===== src/hw/adc_fmt_pkg.sv =====
// Constants and types for the converter result format and input select block
package adc_fmt_pkg;
    localparam int unsigned RESULT_W = 10;
    localparam int unsigned ADDR_W = 12;

    // Register byte offsets
    localparam logic [11:0] OFF_INPUT_SELECT = 12'h000;
    localparam logic [11:0] OFF_RESULT_LOW = 12'h004;
    localparam logic [11:0] OFF_RESULT_HIGH = 12'h008;
    localparam logic [11:0] OFF_CONTROL = 12'h00c;
    localparam logic [11:0] OFF_IRQ_STATUS = 12'h010;
    localparam logic [11:0] OFF_IRQ_ENABLE = 12'h014;
    localparam logic [11:0] OFF_IRQ_CLEAR = 12'h018;

    // Input select field positions
    localparam int unsigned REF_SEL_HI_POS = 7;
    localparam int unsigned REF_SEL_LO_POS = 6;
    localparam int unsigned LEFT_JUSTIFY_POS = 5;
    localparam int unsigned UNUSED_BIT_POS = 4;
    localparam logic [7:0] INPUT_SELECT_WMASK = 8'hef;
    localparam logic [7:0] INPUT_SELECT_RESET = 8'h00;

    // Control register bit positions
    localparam int unsigned CTRL_DONE_POS = 0;
    localparam int unsigned CTRL_SHORT_POS = 1;
    localparam int unsigned CTRL_ANALOG_EN_POS = 2;
    localparam int unsigned CTRL_DIFF_POS = 3;

    // Interrupt status bit positions
    localparam int unsigned IRQ_DONE_POS = 0;
    localparam int unsigned IRQ_W = 1;

    // Reference selection codes
    typedef enum logic [1:0] {
        REF_EXTERNAL_PIN = 2'b00,
        REF_ANALOG_SUPPLY = 2'b01,
        REF_RESERVED = 2'b10,
        REF_INTERNAL_256 = 2'b11
    } ref_sel_t;

    // Channel selection codes
    localparam logic [3:0] CHAN_SINGLE_LAST = 4'ha;
    localparam logic [3:0] CHAN_AMPLIFIER_CHANNEL_ZERO = 4'hb;
    localparam logic [3:0] CHAN_AMPLIFIER_CHANNEL_ONE = 4'hc;
    localparam logic [3:0] CHAN_RESERVED = 4'hd;
    localparam logic [3:0] CHAN_BANDGAP = 4'he;
    localparam logic [3:0] CHAN_GROUND = 4'hf;

    typedef enum logic [2:0] {
        ROUTE_SINGLE = 3'b000,
        ROUTE_AMPLIFIER_CHANNEL_ZERO = 3'b001,
        ROUTE_AMPLIFIER_CHANNEL_ONE = 3'b010,
        ROUTE_BANDGAP = 3'b011,
        ROUTE_GROUND = 3'b100,
        ROUTE_NONE = 3'b101
    } route_t;

    localparam logic [9:0] DIFF_POS_FULL = 10'h1ff;
    localparam logic [9:0] DIFF_NEG_FULL = 10'h200;
    localparam logic [9:0] RESULT_RESET = 10'h000;
endpackage


===== src/hw/adc_result_format_ref_select.sv =====
// Converter result register pair, input select register and reference control
`timescale 1ns/1ps
`default_nettype none
//Contract
// - Finished value held in result registers
// - Single-ended code is unsigned ten bits
// - Differential code is two's complement ten bits
// - Top result bit is differential sign
// - Differential codes span 0x200 to 0x1ff
// - High register holds upper, low lower bits
// - Reference codes: pin, supply, reserved, internal
// - Reference field bits seven and six, reset zero
// - Reference change waits for conversion done
// - Internal reference powered when selected and analog enabled
// - Bit five selects left or right justify
// - Justify change remaps results immediately
// - Input short ties differential inputs together
// - Four-bit channel code decode
// - Low read blocks updates until high read
// - Done flag set on update, cleared by one; set here on every conv_done, also when a locked pair drops the value
module adc_result_format_ref_select
    import adc_fmt_pkg::*;
(
    input wire logic pclk,                               // System clock
    input wire logic presetn,                            // Async reset, active low
    input wire logic psel,                               // APB select
    input wire logic penable,                            // APB enable
    input wire logic pwrite,                             // APB direction
    input wire logic [adc_fmt_pkg::ADDR_W-1:0] paddr,    // APB byte address
    input wire logic [31:0] pwdata,                      // APB write data
    input wire logic [3:0] pstrb,                        // APB byte strobes
    output logic [31:0] prdata,                          // APB read data
    output logic pready,                                 // APB ready
    output logic pslverr,                                // APB error
    input wire logic conv_busy,                          // Core converting
    input wire logic conv_done,                          // Core finished, one pulse
    input wire logic [9:0] conv_value,                   // Core raw result
    input wire logic vector_ack,                         // Interrupt vector taken
    output logic [1:0] active_ref_select,                // Reference seen by the core
    output logic [3:0] active_channel,                   // Channel seen by the core
    output adc_fmt_pkg::route_t channel_route,           // Decoded input route
    output logic [3:0] single_input_index,               // Single input number
    output logic external_reference_pin_en,              // Pin reference path
    output logic analog_supply_reference_en,             // Supply reference path
    output logic internal_ref_power,                     // Internal reference power
    output logic amplifier_input_short,                  // Short differential inputs
    output logic diff_mode,                              // Differential result coding
    output logic irq                                     // Level interrupt
);
    typedef struct packed {
        logic [7:0] input_select;
        logic [1:0] ref_active;
        logic [3:0] chan_active;
        logic ref_pending;
        logic chan_pending;
        logic [9:0] result;
        logic locked;
        logic done_flag;
        logic short_ctrl;
        logic analog_en;
        logic diff_ctrl;
        logic [IRQ_W-1:0] irq_status;
        logic [IRQ_W-1:0] irq_enable;
        logic [31:0] rdata;
    } state_t;

    state_t cur;
    state_t next_cur;
    logic [7:0] high_view;
    logic [7:0] low_view;
    logic [3:0] chan_in;

    // Layout follows the live select bit, so a flip remaps at once
    result_justify u_justify (
        .value(cur.result),
        .left_justify(cur.input_select[LEFT_JUSTIFY_POS]),
        .high_byte(high_view),
        .low_byte(low_view)
    );

    logic setup;
    logic wr;
    logic rd;
    logic mapped;
    logic [7:0] wbyte;
    logic update_ok;
    logic done_clear;

    assign chan_in = cur.input_select[3:0];

    always_comb begin
        next_cur = cur;
        setup = psel && !penable;
        wr = psel && penable && pwrite;
        rd = psel && penable && !pwrite;
        wbyte = pstrb[0] ? pwdata[7:0] : cur.input_select;
        mapped = (paddr == OFF_INPUT_SELECT) || (paddr == OFF_RESULT_LOW) ||
                 (paddr == OFF_RESULT_HIGH) || (paddr == OFF_CONTROL) ||
                 (paddr == OFF_IRQ_STATUS) || (paddr == OFF_IRQ_ENABLE) ||
                 (paddr == OFF_IRQ_CLEAR);
        done_clear = 1'b0;

        // Software writes
        if (wr && pstrb[0]) begin
            unique case (paddr)
                OFF_INPUT_SELECT: begin
                    next_cur.input_select = wbyte & INPUT_SELECT_WMASK;
                    if (conv_busy) begin
                        next_cur.ref_pending = 1'b1;
                        next_cur.chan_pending = 1'b1;
                    end else begin
                        next_cur.ref_active = wbyte[REF_SEL_HI_POS:REF_SEL_LO_POS];
                        next_cur.chan_active = wbyte[3:0];
                    end
                end
                OFF_CONTROL: begin
                    done_clear = pwdata[CTRL_DONE_POS];
                    next_cur.short_ctrl = pwdata[CTRL_SHORT_POS];
                    next_cur.analog_en = pwdata[CTRL_ANALOG_EN_POS];
                    next_cur.diff_ctrl = pwdata[CTRL_DIFF_POS];
                end
                OFF_IRQ_ENABLE: next_cur.irq_enable = pwdata[IRQ_W-1:0];
                OFF_IRQ_CLEAR: begin
                    next_cur.irq_status = cur.irq_status & ~pwdata[IRQ_W-1:0];
                    done_clear = done_clear | pwdata[IRQ_DONE_POS];
                end
                default: begin
                end
            endcase
        end

        if (done_clear || vector_ack) begin
            next_cur.done_flag = 1'b0;
        end

        // Read lock: low read locks, high read releases
        if (rd && paddr == OFF_RESULT_LOW) begin
            next_cur.locked = 1'b1;
        end
        if (rd && paddr == OFF_RESULT_HIGH) begin
            next_cur.locked = 1'b0;
        end

        // Finished conversion; a locked pair drops the new value
        update_ok = conv_done && !cur.locked;
        if (update_ok) begin
            // Raw core code passes through; the coding differs only in meaning
            next_cur.result = conv_value;
        end
        if (conv_done) begin
            // Set beats a same-cycle clear
            next_cur.done_flag = 1'b1;
            next_cur.irq_status[IRQ_DONE_POS] = 1'b1;
            if (cur.ref_pending || (wr && paddr == OFF_INPUT_SELECT && pstrb[0])) begin
                next_cur.ref_active =
                    next_cur.input_select[REF_SEL_HI_POS:REF_SEL_LO_POS];
                next_cur.chan_active = next_cur.input_select[3:0];
            end
            next_cur.ref_pending = 1'b0;
            next_cur.chan_pending = 1'b0;
        end

        // Read data registered at setup, presented in the access cycle
        if (setup && !pwrite) begin
            unique case (paddr)
                OFF_INPUT_SELECT: next_cur.rdata = {24'h000000, cur.input_select};
                OFF_RESULT_LOW: next_cur.rdata = {24'h000000, low_view};
                OFF_RESULT_HIGH: next_cur.rdata = {24'h000000, high_view};
                OFF_CONTROL: next_cur.rdata = {28'h0000000, cur.diff_ctrl, cur.analog_en,
                                               cur.short_ctrl, cur.done_flag};
                OFF_IRQ_STATUS: next_cur.rdata = {31'h00000000, cur.irq_status};
                OFF_IRQ_ENABLE: next_cur.rdata = {31'h00000000, cur.irq_enable};
                default: next_cur.rdata = 32'h00000000;
            endcase
        end
    end

    always_ff @(posedge pclk or negedge presetn) begin
        if (!presetn) begin
            cur <= '0;
            cur.input_select <= INPUT_SELECT_RESET;
            cur.result <= RESULT_RESET;
        end else begin
            cur <= next_cur;
        end
    end

    assign pready = 1'b1;
    assign pslverr = psel && penable && !mapped;
    assign prdata = cur.rdata;

    // Reference paths
    always_comb begin
        external_reference_pin_en = 1'b0;
        analog_supply_reference_en = 1'b0;
        internal_ref_power = 1'b0;
        unique case (ref_sel_t'(cur.ref_active))
            REF_EXTERNAL_PIN: external_reference_pin_en = 1'b1;
            REF_ANALOG_SUPPLY: analog_supply_reference_en = 1'b1;
            REF_RESERVED: begin
            end
            // Powered only while some analog function wants it
            REF_INTERNAL_256: internal_ref_power = cur.analog_en;
        endcase
    end

    // Channel decode
    always_comb begin
        single_input_index = 4'h0;
        if (cur.chan_active <= CHAN_SINGLE_LAST) begin
            channel_route = ROUTE_SINGLE;
            single_input_index = cur.chan_active;
        end else if (cur.chan_active == CHAN_AMPLIFIER_CHANNEL_ZERO) begin
            channel_route = ROUTE_AMPLIFIER_CHANNEL_ZERO;
        end else if (cur.chan_active == CHAN_AMPLIFIER_CHANNEL_ONE) begin
            channel_route = ROUTE_AMPLIFIER_CHANNEL_ONE;
        end else if (cur.chan_active == CHAN_BANDGAP) begin
            channel_route = ROUTE_BANDGAP;
        end else if (cur.chan_active == CHAN_GROUND) begin
            channel_route = ROUTE_GROUND;
        end else begin
            channel_route = ROUTE_NONE;
        end
    end

    assign active_ref_select = cur.ref_active;
    assign active_channel = cur.chan_active;
    assign amplifier_input_short = cur.short_ctrl;
    // Differential codes from the core already span 0x200..0x1ff
    assign diff_mode = cur.diff_ctrl || channel_route == ROUTE_AMPLIFIER_CHANNEL_ZERO ||
                       channel_route == ROUTE_AMPLIFIER_CHANNEL_ONE;
    assign irq = |(cur.irq_status & cur.irq_enable);

    logic unused_ok;
    assign unused_ok = &{1'b0, chan_in, cur.chan_pending, pstrb[3:1], pwdata[31:8]};
endmodule // adc_result_format_ref_select
`default_nettype wire


===== src/hw/result_justify.sv =====
// Maps a 10-bit result onto the high and low result register pair
`timescale 1ns/1ps
`default_nettype none
module result_justify (
    input wire logic [9:0] value,   // Held conversion value
    input wire logic left_justify,  // Layout select
    output logic [7:0] high_byte,   // High result register view
    output logic [7:0] low_byte     // Low result register view
);
    always_comb begin
        if (left_justify) begin
            high_byte = value[9:2];
            low_byte = {value[1:0], 6'h00};
        end else begin
            high_byte = {6'h00, value[9:8]};
            low_byte = value[7:0];
        end
    end
endmodule // result_justify
`default_nettype wire

===== config.mk =====
export PLATFORM = sky130hd
export DESIGN_NAME = adc_result_format_ref_select
export DESIGN_NICKNAME = d
export VERILOG_FILES = /design/src/hw/adc_fmt_pkg.sv /design/src/hw/adc_result_format_ref_select.sv /design/src/hw/result_justify.sv
export SDC_FILE = /design/constraint.sdc
export NUM_CORES = 1
export LEC_CHECK = 0
export ABC_AREA = 1
export BUFFER_PORTS_ARGS = -buffer_cell sky130_fd_sc_hd__buf_2
export CORE_MARGIN = 2
export CORE_UTILIZATION = 30
export DETAILED_ROUTE_END_ITERATION = 7
export GPL_ROUTABILITY_DRIVEN = 0
export GPL_TIMING_DRIVEN = 1
export PLACE_DENSITY = 0.66
export SLEW_MARGIN = 20
export SYNTH_ARGS = -nofsm -noshare
export SYNTH_HDL_FRONTEND = slang
export SYNTH_SLANG_ARGS = --single-unit

===== constraint.sdc =====
create_clock -name pclk -period 2.5 [get_ports pclk]
set_input_delay 0.125 -clock pclk [delete_from_list [all_inputs] [get_ports pclk]]
set_output_delay 0.125 -clock pclk [all_outputs]
set_load 0.005 [all_outputs]

==> impl_metrics.toml, run 1 <==
[status]
status = "finished, final reports clean"

[finish]
fin_cells = 513
final_net_count = 472
final_util_pct = 35.05
n_fill_cell = 886
area_growth_pct = 12.23
final_cell_mix = "nand2_1, buf_2, inv_1, dfrtp_1, nand3_1"
drive_gt1_share_pct = 23.83
final_common_cell = "nand2_1"

[worst_setup_path]
crit_fanout = 6
critPathTopFamily = "compound AO/OA/AOI/OAI gates"
startpoint_type = "flip-flop"
critPathLaunch = "active_channel[0]"
cp_cell_sequence = "nand2_1 -> o21ai_0 -> o21ai_0 -> nand2_1 -> buf_2"
r2r-start = "cur[62]"
slowest_stage = "dfrtp_1"
critPathRequiredTime_ns = 2.38
critPathBufInv = 1
end_kind = "output port"
worstPathArrival_ns = 1.53
slowest_delay_ns = 0.44
crit_type = "flip-flop to output port"

[routing]
dr.pass1.iters = 4
top_layer = "met4"
vias = 2291
wl_met3_um = 435
viasPerCell = 4.466
wl_met1_um = 2768
route.detailed.drc = 0
wl_met2_um = 2812
wl_um = 6072
drt_iter0_markers = 149
drt-wirelength-per-cell_um = 11.84
ant_nets = 0

[yosys]
synth_area_per_cell_sq_um = 7.285
syn-cell-area_sq_mm = 0.002579
ys_warn_count = 0
yosys.area.top_type = "dfrtp_1"
synth_top_area_share_pct = 37.85
synth.distinct_cells = 31
yosys-top-cells-area = "dfrtp_1, nand2_1, buf_4, nand3_1, inv_1"
yosysSeqAreaShare_pct = 37.85
ys_seq_elements = 39
synthCells = 354

[clocking]
path_clk_slew_ns = 0.07
clockBufferDepth = 2
holdBufCountCts = 1
worstSkewPairLatency_ns = 0.29
cts_root_buf = "clkbuf_8"
cts-htree-levels = 2
cts_tree = "done"
clock-sinks = 39
cts_resized = 0
cts_buffers = 5
cts_setup_buffers = 0

[power]
p_leak_nw = 1.607
p_per_area_mw_per_mm2 = 439.4
ir_drop_v = 0.0002149

[timing]
rsz0062_at_grt = "false"
finalSetupTns_ns = 0
slew_violations = 0
final.min_clock_period_ns = 1.651
fin_crit_sh_pct = 66.05
max_slew_margin_pct = 42.05
final-hold-violation-count = 0
finalClockSkew_ns = 0.004032
tightest_slew_ns = 0.8693
setup-violations-final = 0
fmax_mhz = 605.6

[grt]
antenna_found_initial = 1
grt_overflow_total = 0
grt_pass1_wl_um = 10180
grt_max_degree = 40
grt_pass1_vias = 2138
grt_usage_pct = 13.30

[die]
dieHeight_um = 96.72
rows = 33
start_util_pct = 31.23
fp.dieW_um = 96.72
ios = 119
core_area_sq_mm = 0.008258
dieArea_sq_mm = 0.009354

[place]
place_inst = 503
dp_hpwl_um = 4781
port_buffers = 65

[hold_path]
min_path_type = "input pin to flip-flop"
min-delay-start = "conv_value[5]"

[run]
maxCapViolCount = 0
-- where the power goes --
part	leakage (nW)	internal, mW	switching (mW)
combinational	1.10	0.0784	0.103
clock	0.0422	0.196	0.213
sequential	0.470	0.657	0.0235
total	1.61	0.932	0.340
-- registers in the layout, summed over array words and instances (netlist names) --
register	cells
prdata	8
active_channel	4
amplifier_input_short	1
active_ref_select	2
cur	20
chan_in	4
-- cell usage after synthesis --
| cell | n |
|---|---|
| a21boi_1 | 1 |
| a21oi_1 | 4 |
| a22oi_1 | 1 |
| and3_1 | 1 |
| buf_2 | 2 |
| buf_4 | 40 |
| buf_6 | 1 |
| clkbuf_1 | 2 |
| clkinv_1 | 1 |
| conb_1 | 2 |
| dfrtp_1 | 39 |
| inv_1 | 44 |
| inv_2 | 1 |
| mux2_2 | 9 |
| nand2_1 | 97 |
| nand2_2 | 2 |
| nand3_1 | 34 |
| nand3_4 | 1 |
| nand3b_1 | 3 |
| nand4_1 | 3 |
| nor2_1 | 26 |
| nor2_2 | 3 |
| nor2_4 | 1 |
| nor3_1 | 1 |
| nor3_2 | 2 |
| nor3b_1 | 1 |
| o21a_1 | 1 |
| o21ai_0 | 24 |
| o21ai_2 | 5 |
| o31ai_1 | 1 |
| or2_2 | 1 |
-- path summary, 6_finish.rpt --
check / to / slack (ns) / cells past startpoint
min in group asynchronous: cur[44] / 0.49 / 2
min reg2reg: prdata[3] / 0.48 / 2
max in group asynchronous: cur[48] / 1.47 / 2
max: diff_mode / 0.85 / 5
max reg2reg: prdata[1] / 0.89 / 7
min: cur[44] / 0.06 / 2
-- per-layer routing --
metal | global-route usage [%] | vias up
met5 | 0 | -
met4 | 4.442 | 0
met3 | 4.263 | 4
met2 | 20.89 | 80
met1 | 17.35 | 1050
li1 | - | 1157
-- worst register-to-register path: stages, from the launching register on --
cell and delay [ns]:
dfrtp_1 0.58, clkinv_1 0.33, nand2_1 0.13, nand2_1 0.06
nand3_1 0.08, nand2_1 0.05, o21ai_0 0.20, nand2_1 0.07
-- area by class of cell --
type                    count  area, sq um  share of cell area, %
diodes                      1        2.502                0.08647
clock buffers               7        76.32                  2.637
clock inverters             1        5.005                 0.1729
inverters                  46        172.7                  5.966
multi-input cells         247         1187                  41.03
flip-flops and latches     39        975.9                  33.72
well taps                 105        131.4                  4.540
repair buffers             67        342.8                  11.85
-- kinds of logic after synthesis --
| family | after synthesis | share of synthesized area, % |
|---|---|---|
| buf+inv | 91 | 19.46 |
| other cells | 2 | 0.2912 |
| mux | 9 | 3.930 |
| flops | 39 | 37.85 |
| compound gates | 37 | 8.298 |
| simple gates | 176 | 30.18 |
-- stage by stage --
stage	instance area, sq um	hold WS, ns	worst slack [ns]	power, mW
after floorplan	2665	-0.1706	1.319	0.8266
after global placement	2800	0.2902	0.6828	0.8710
after detailed placement	2800	0.2996	0.6509	0.8762
after CTS	2892	0.05874	0.8227	1.289
after global routing	2894	0.05120	0.6555	1.347
final	2894	0.06410	0.8486	1.272
Note: power is estimated with default switching activity, not from simulation.
==> inputs of run 2 (changes only) <==
- PLACE_DENSITY: 0.66 -> 0.69
- clock period: 2.5 -> 1.4 ns (I/O delays scaled with it)
==> impl_metrics.toml, run 2 (synthesis gave the netlist of run 1 again) <==
[worst_setup_path]
cp_cell_sequence = "nand2_2 -> o21ai_2 -> buf_6 -> o21a_1 -> buf_2"
critPathTopFamily = "flip-flops"
r2r-start = "cur[38]"
worstPathArrival_ns = 1.28
startpoint_type = "flip-flop"
critPathRequiredTime_ns = 1.33
crit_type = "flip-flop to output port"
slowest_stage = "dfrtp_1"
rrSetupSlack_ns = 0.13
reg2regPathDepth = 3
worstReg2RegEnd = "cur[39]"
crit_fanout = 5
slowest_delay_ns = 0.42
critPathLaunch = "active_channel[1]"
end_kind = "output port"
critPathBufInv = 2
worstSetupPathDepth = 5

[routing]
vias = 2373
wl_um = 6277
viasPerCell = 4.503
dr.pass1.iters = 5
drt_iter0_markers = 193
ant_nets = 0
drt-wirelength-per-cell_um = 11.91
route.detailed.drc = 0

[place]
port_buffers = 65
place_inst = 516
dp_hpwl_um = 5055

[finish]
final_cell_mix = "nand2_1, buf_2, inv_1, dfrtp_1, nand3_1"
fin_cells = 527
final_net_count = 488
antennaDiodeCount = 0
area_growth_pct = 18.05
largest_reg_flops = 20
drive_gt1_share_pct = 27.96
final_common_cell = "nand2_1"
top_register = "cur"
final_util_pct = 36.86

[timing]
fin_crit_sh_pct = 96.35
finalSetupTns_ns = 0
final.min_clock_period_ns = 1.349
hold_ws_ns = 0.01791
slew_violations = 0
final-hold-violation-count = 0
finalClockSkew_ns = 0.009450
fmax_mhz = 741.4
rsz0062_at_grt = "true"
setup-violations-final = 0

[grt]
grt_overflow_total = 0
grt_max_degree = 24
grt_pass1_wl_um = 10400
antenna_found_initial = 0
grt_usage_pct = 13.44
grt_pass1_vias = 2258

[die]
dieHeight_um = 96.72
fp.dieW_um = 96.72
dieArea_sq_mm = 0.009354
rows = 33
ios = 119
core_area_sq_mm = 0.008258
start_util_pct = 31.23

[clocking]
worstSkewPairLatency_ns = 0.29
cts-htree-levels = 2
cts_buffers = 5
path_clk_slew_ns = 0.08
clockBufferDepth = 2
cts_tree = "done"
clock-sinks = 39
cts_root_buf = "clkbuf_8"

[hold_path]
min_path_type = "input pin to flip-flop"
hold_path_depth = 2
holdPathEnd = "cur[40]"
min-delay-start = "conv_value[1]"

[power]
p_leak_nw = 1.694
ir_drop_v = 0.0003623
power.total_mw = 2.344
p_per_area_mw_per_mm2 = 770.0

[status]
status = "finished, final reports clean"

[run]
maxCapViolCount = 0
==> run 2: area by class of cell <==
cell class | instances | area, sq um
inverters | 46 | 172.7
fillers | 845 | 5214
clock inverters | 1 | 5.005
flip-flops and latches | 39 | 977.2
clock buffers | 6 | 82.58
well taps | 105 | 131.4
repair buffers | 83 | 479.2
multi-input cells | 247 | 1196
==> run 2: power breakdown <==
group / leakage [nW] / switching (mW) / internal, mW
combinational: 1.18 / 0.199 / 0.166
clock: 0.0470 / 0.376 / 0.387
sequential: 0.469 / 0.0412 / 1.17
==> run 2: timing repair <==
| item | in CTS | in global routing |
|---|---|---|
| buffers inserted | 0 | 3 |
| hold endpoints to repair | 16 | 0 |
| gates cloned | 0 | 0 |
| hold buffers | 1 | 0 |
| gates resized for setup | 2 | 4 |
| pin swaps | 0 | 0 |
| setup endpoints to repair | 5 | 6 |
==> run 2: worst reg2reg max path: stages, from the launching register on <==
cell and delay [ns]:
dfrtp_1 0.37, inv_1 0.05, nand2_1 0.34, mux2_2 0.39
==> run 2: per-layer routing <==
| metal | up-vias | GRT usage [%] | routed length, um |
|---|---|---|---|
| li1 | 1191 | - | - |
| met1 | 1090 | 17.23 | 2818 |
| met2 | 84 | 21.96 | 2940 |
| met3 | 8 | 3.685 | 393 |
| met4 | 0 | 4.442 | 124 |
| met5 | - | 0 | 0 |
==> run 2: how the worst max path moves through the flow <==
stage                           end  slack (ns)
2_1_floorplan     active_channel[1]        0.27
3_3_place_gp   active_ref_select[1]       0.005
3_5_place_dp   active_ref_select[0]      0.0008
4_1_cts            channel_route[0]        0.01
5_1_grt            channel_route[0]       -0.04
6_report           channel_route[0]        0.05
==> run 2: through the flow <==
step	cell area (sq um)	worst slack [ns]
after floorplan	2665	0.2736
after global placement	2910	0.004884
after detailed placement	2910	0.0007752
after CTS	3009	0.01193
after global routing	3044	-0.03963
final	3044	0.05117
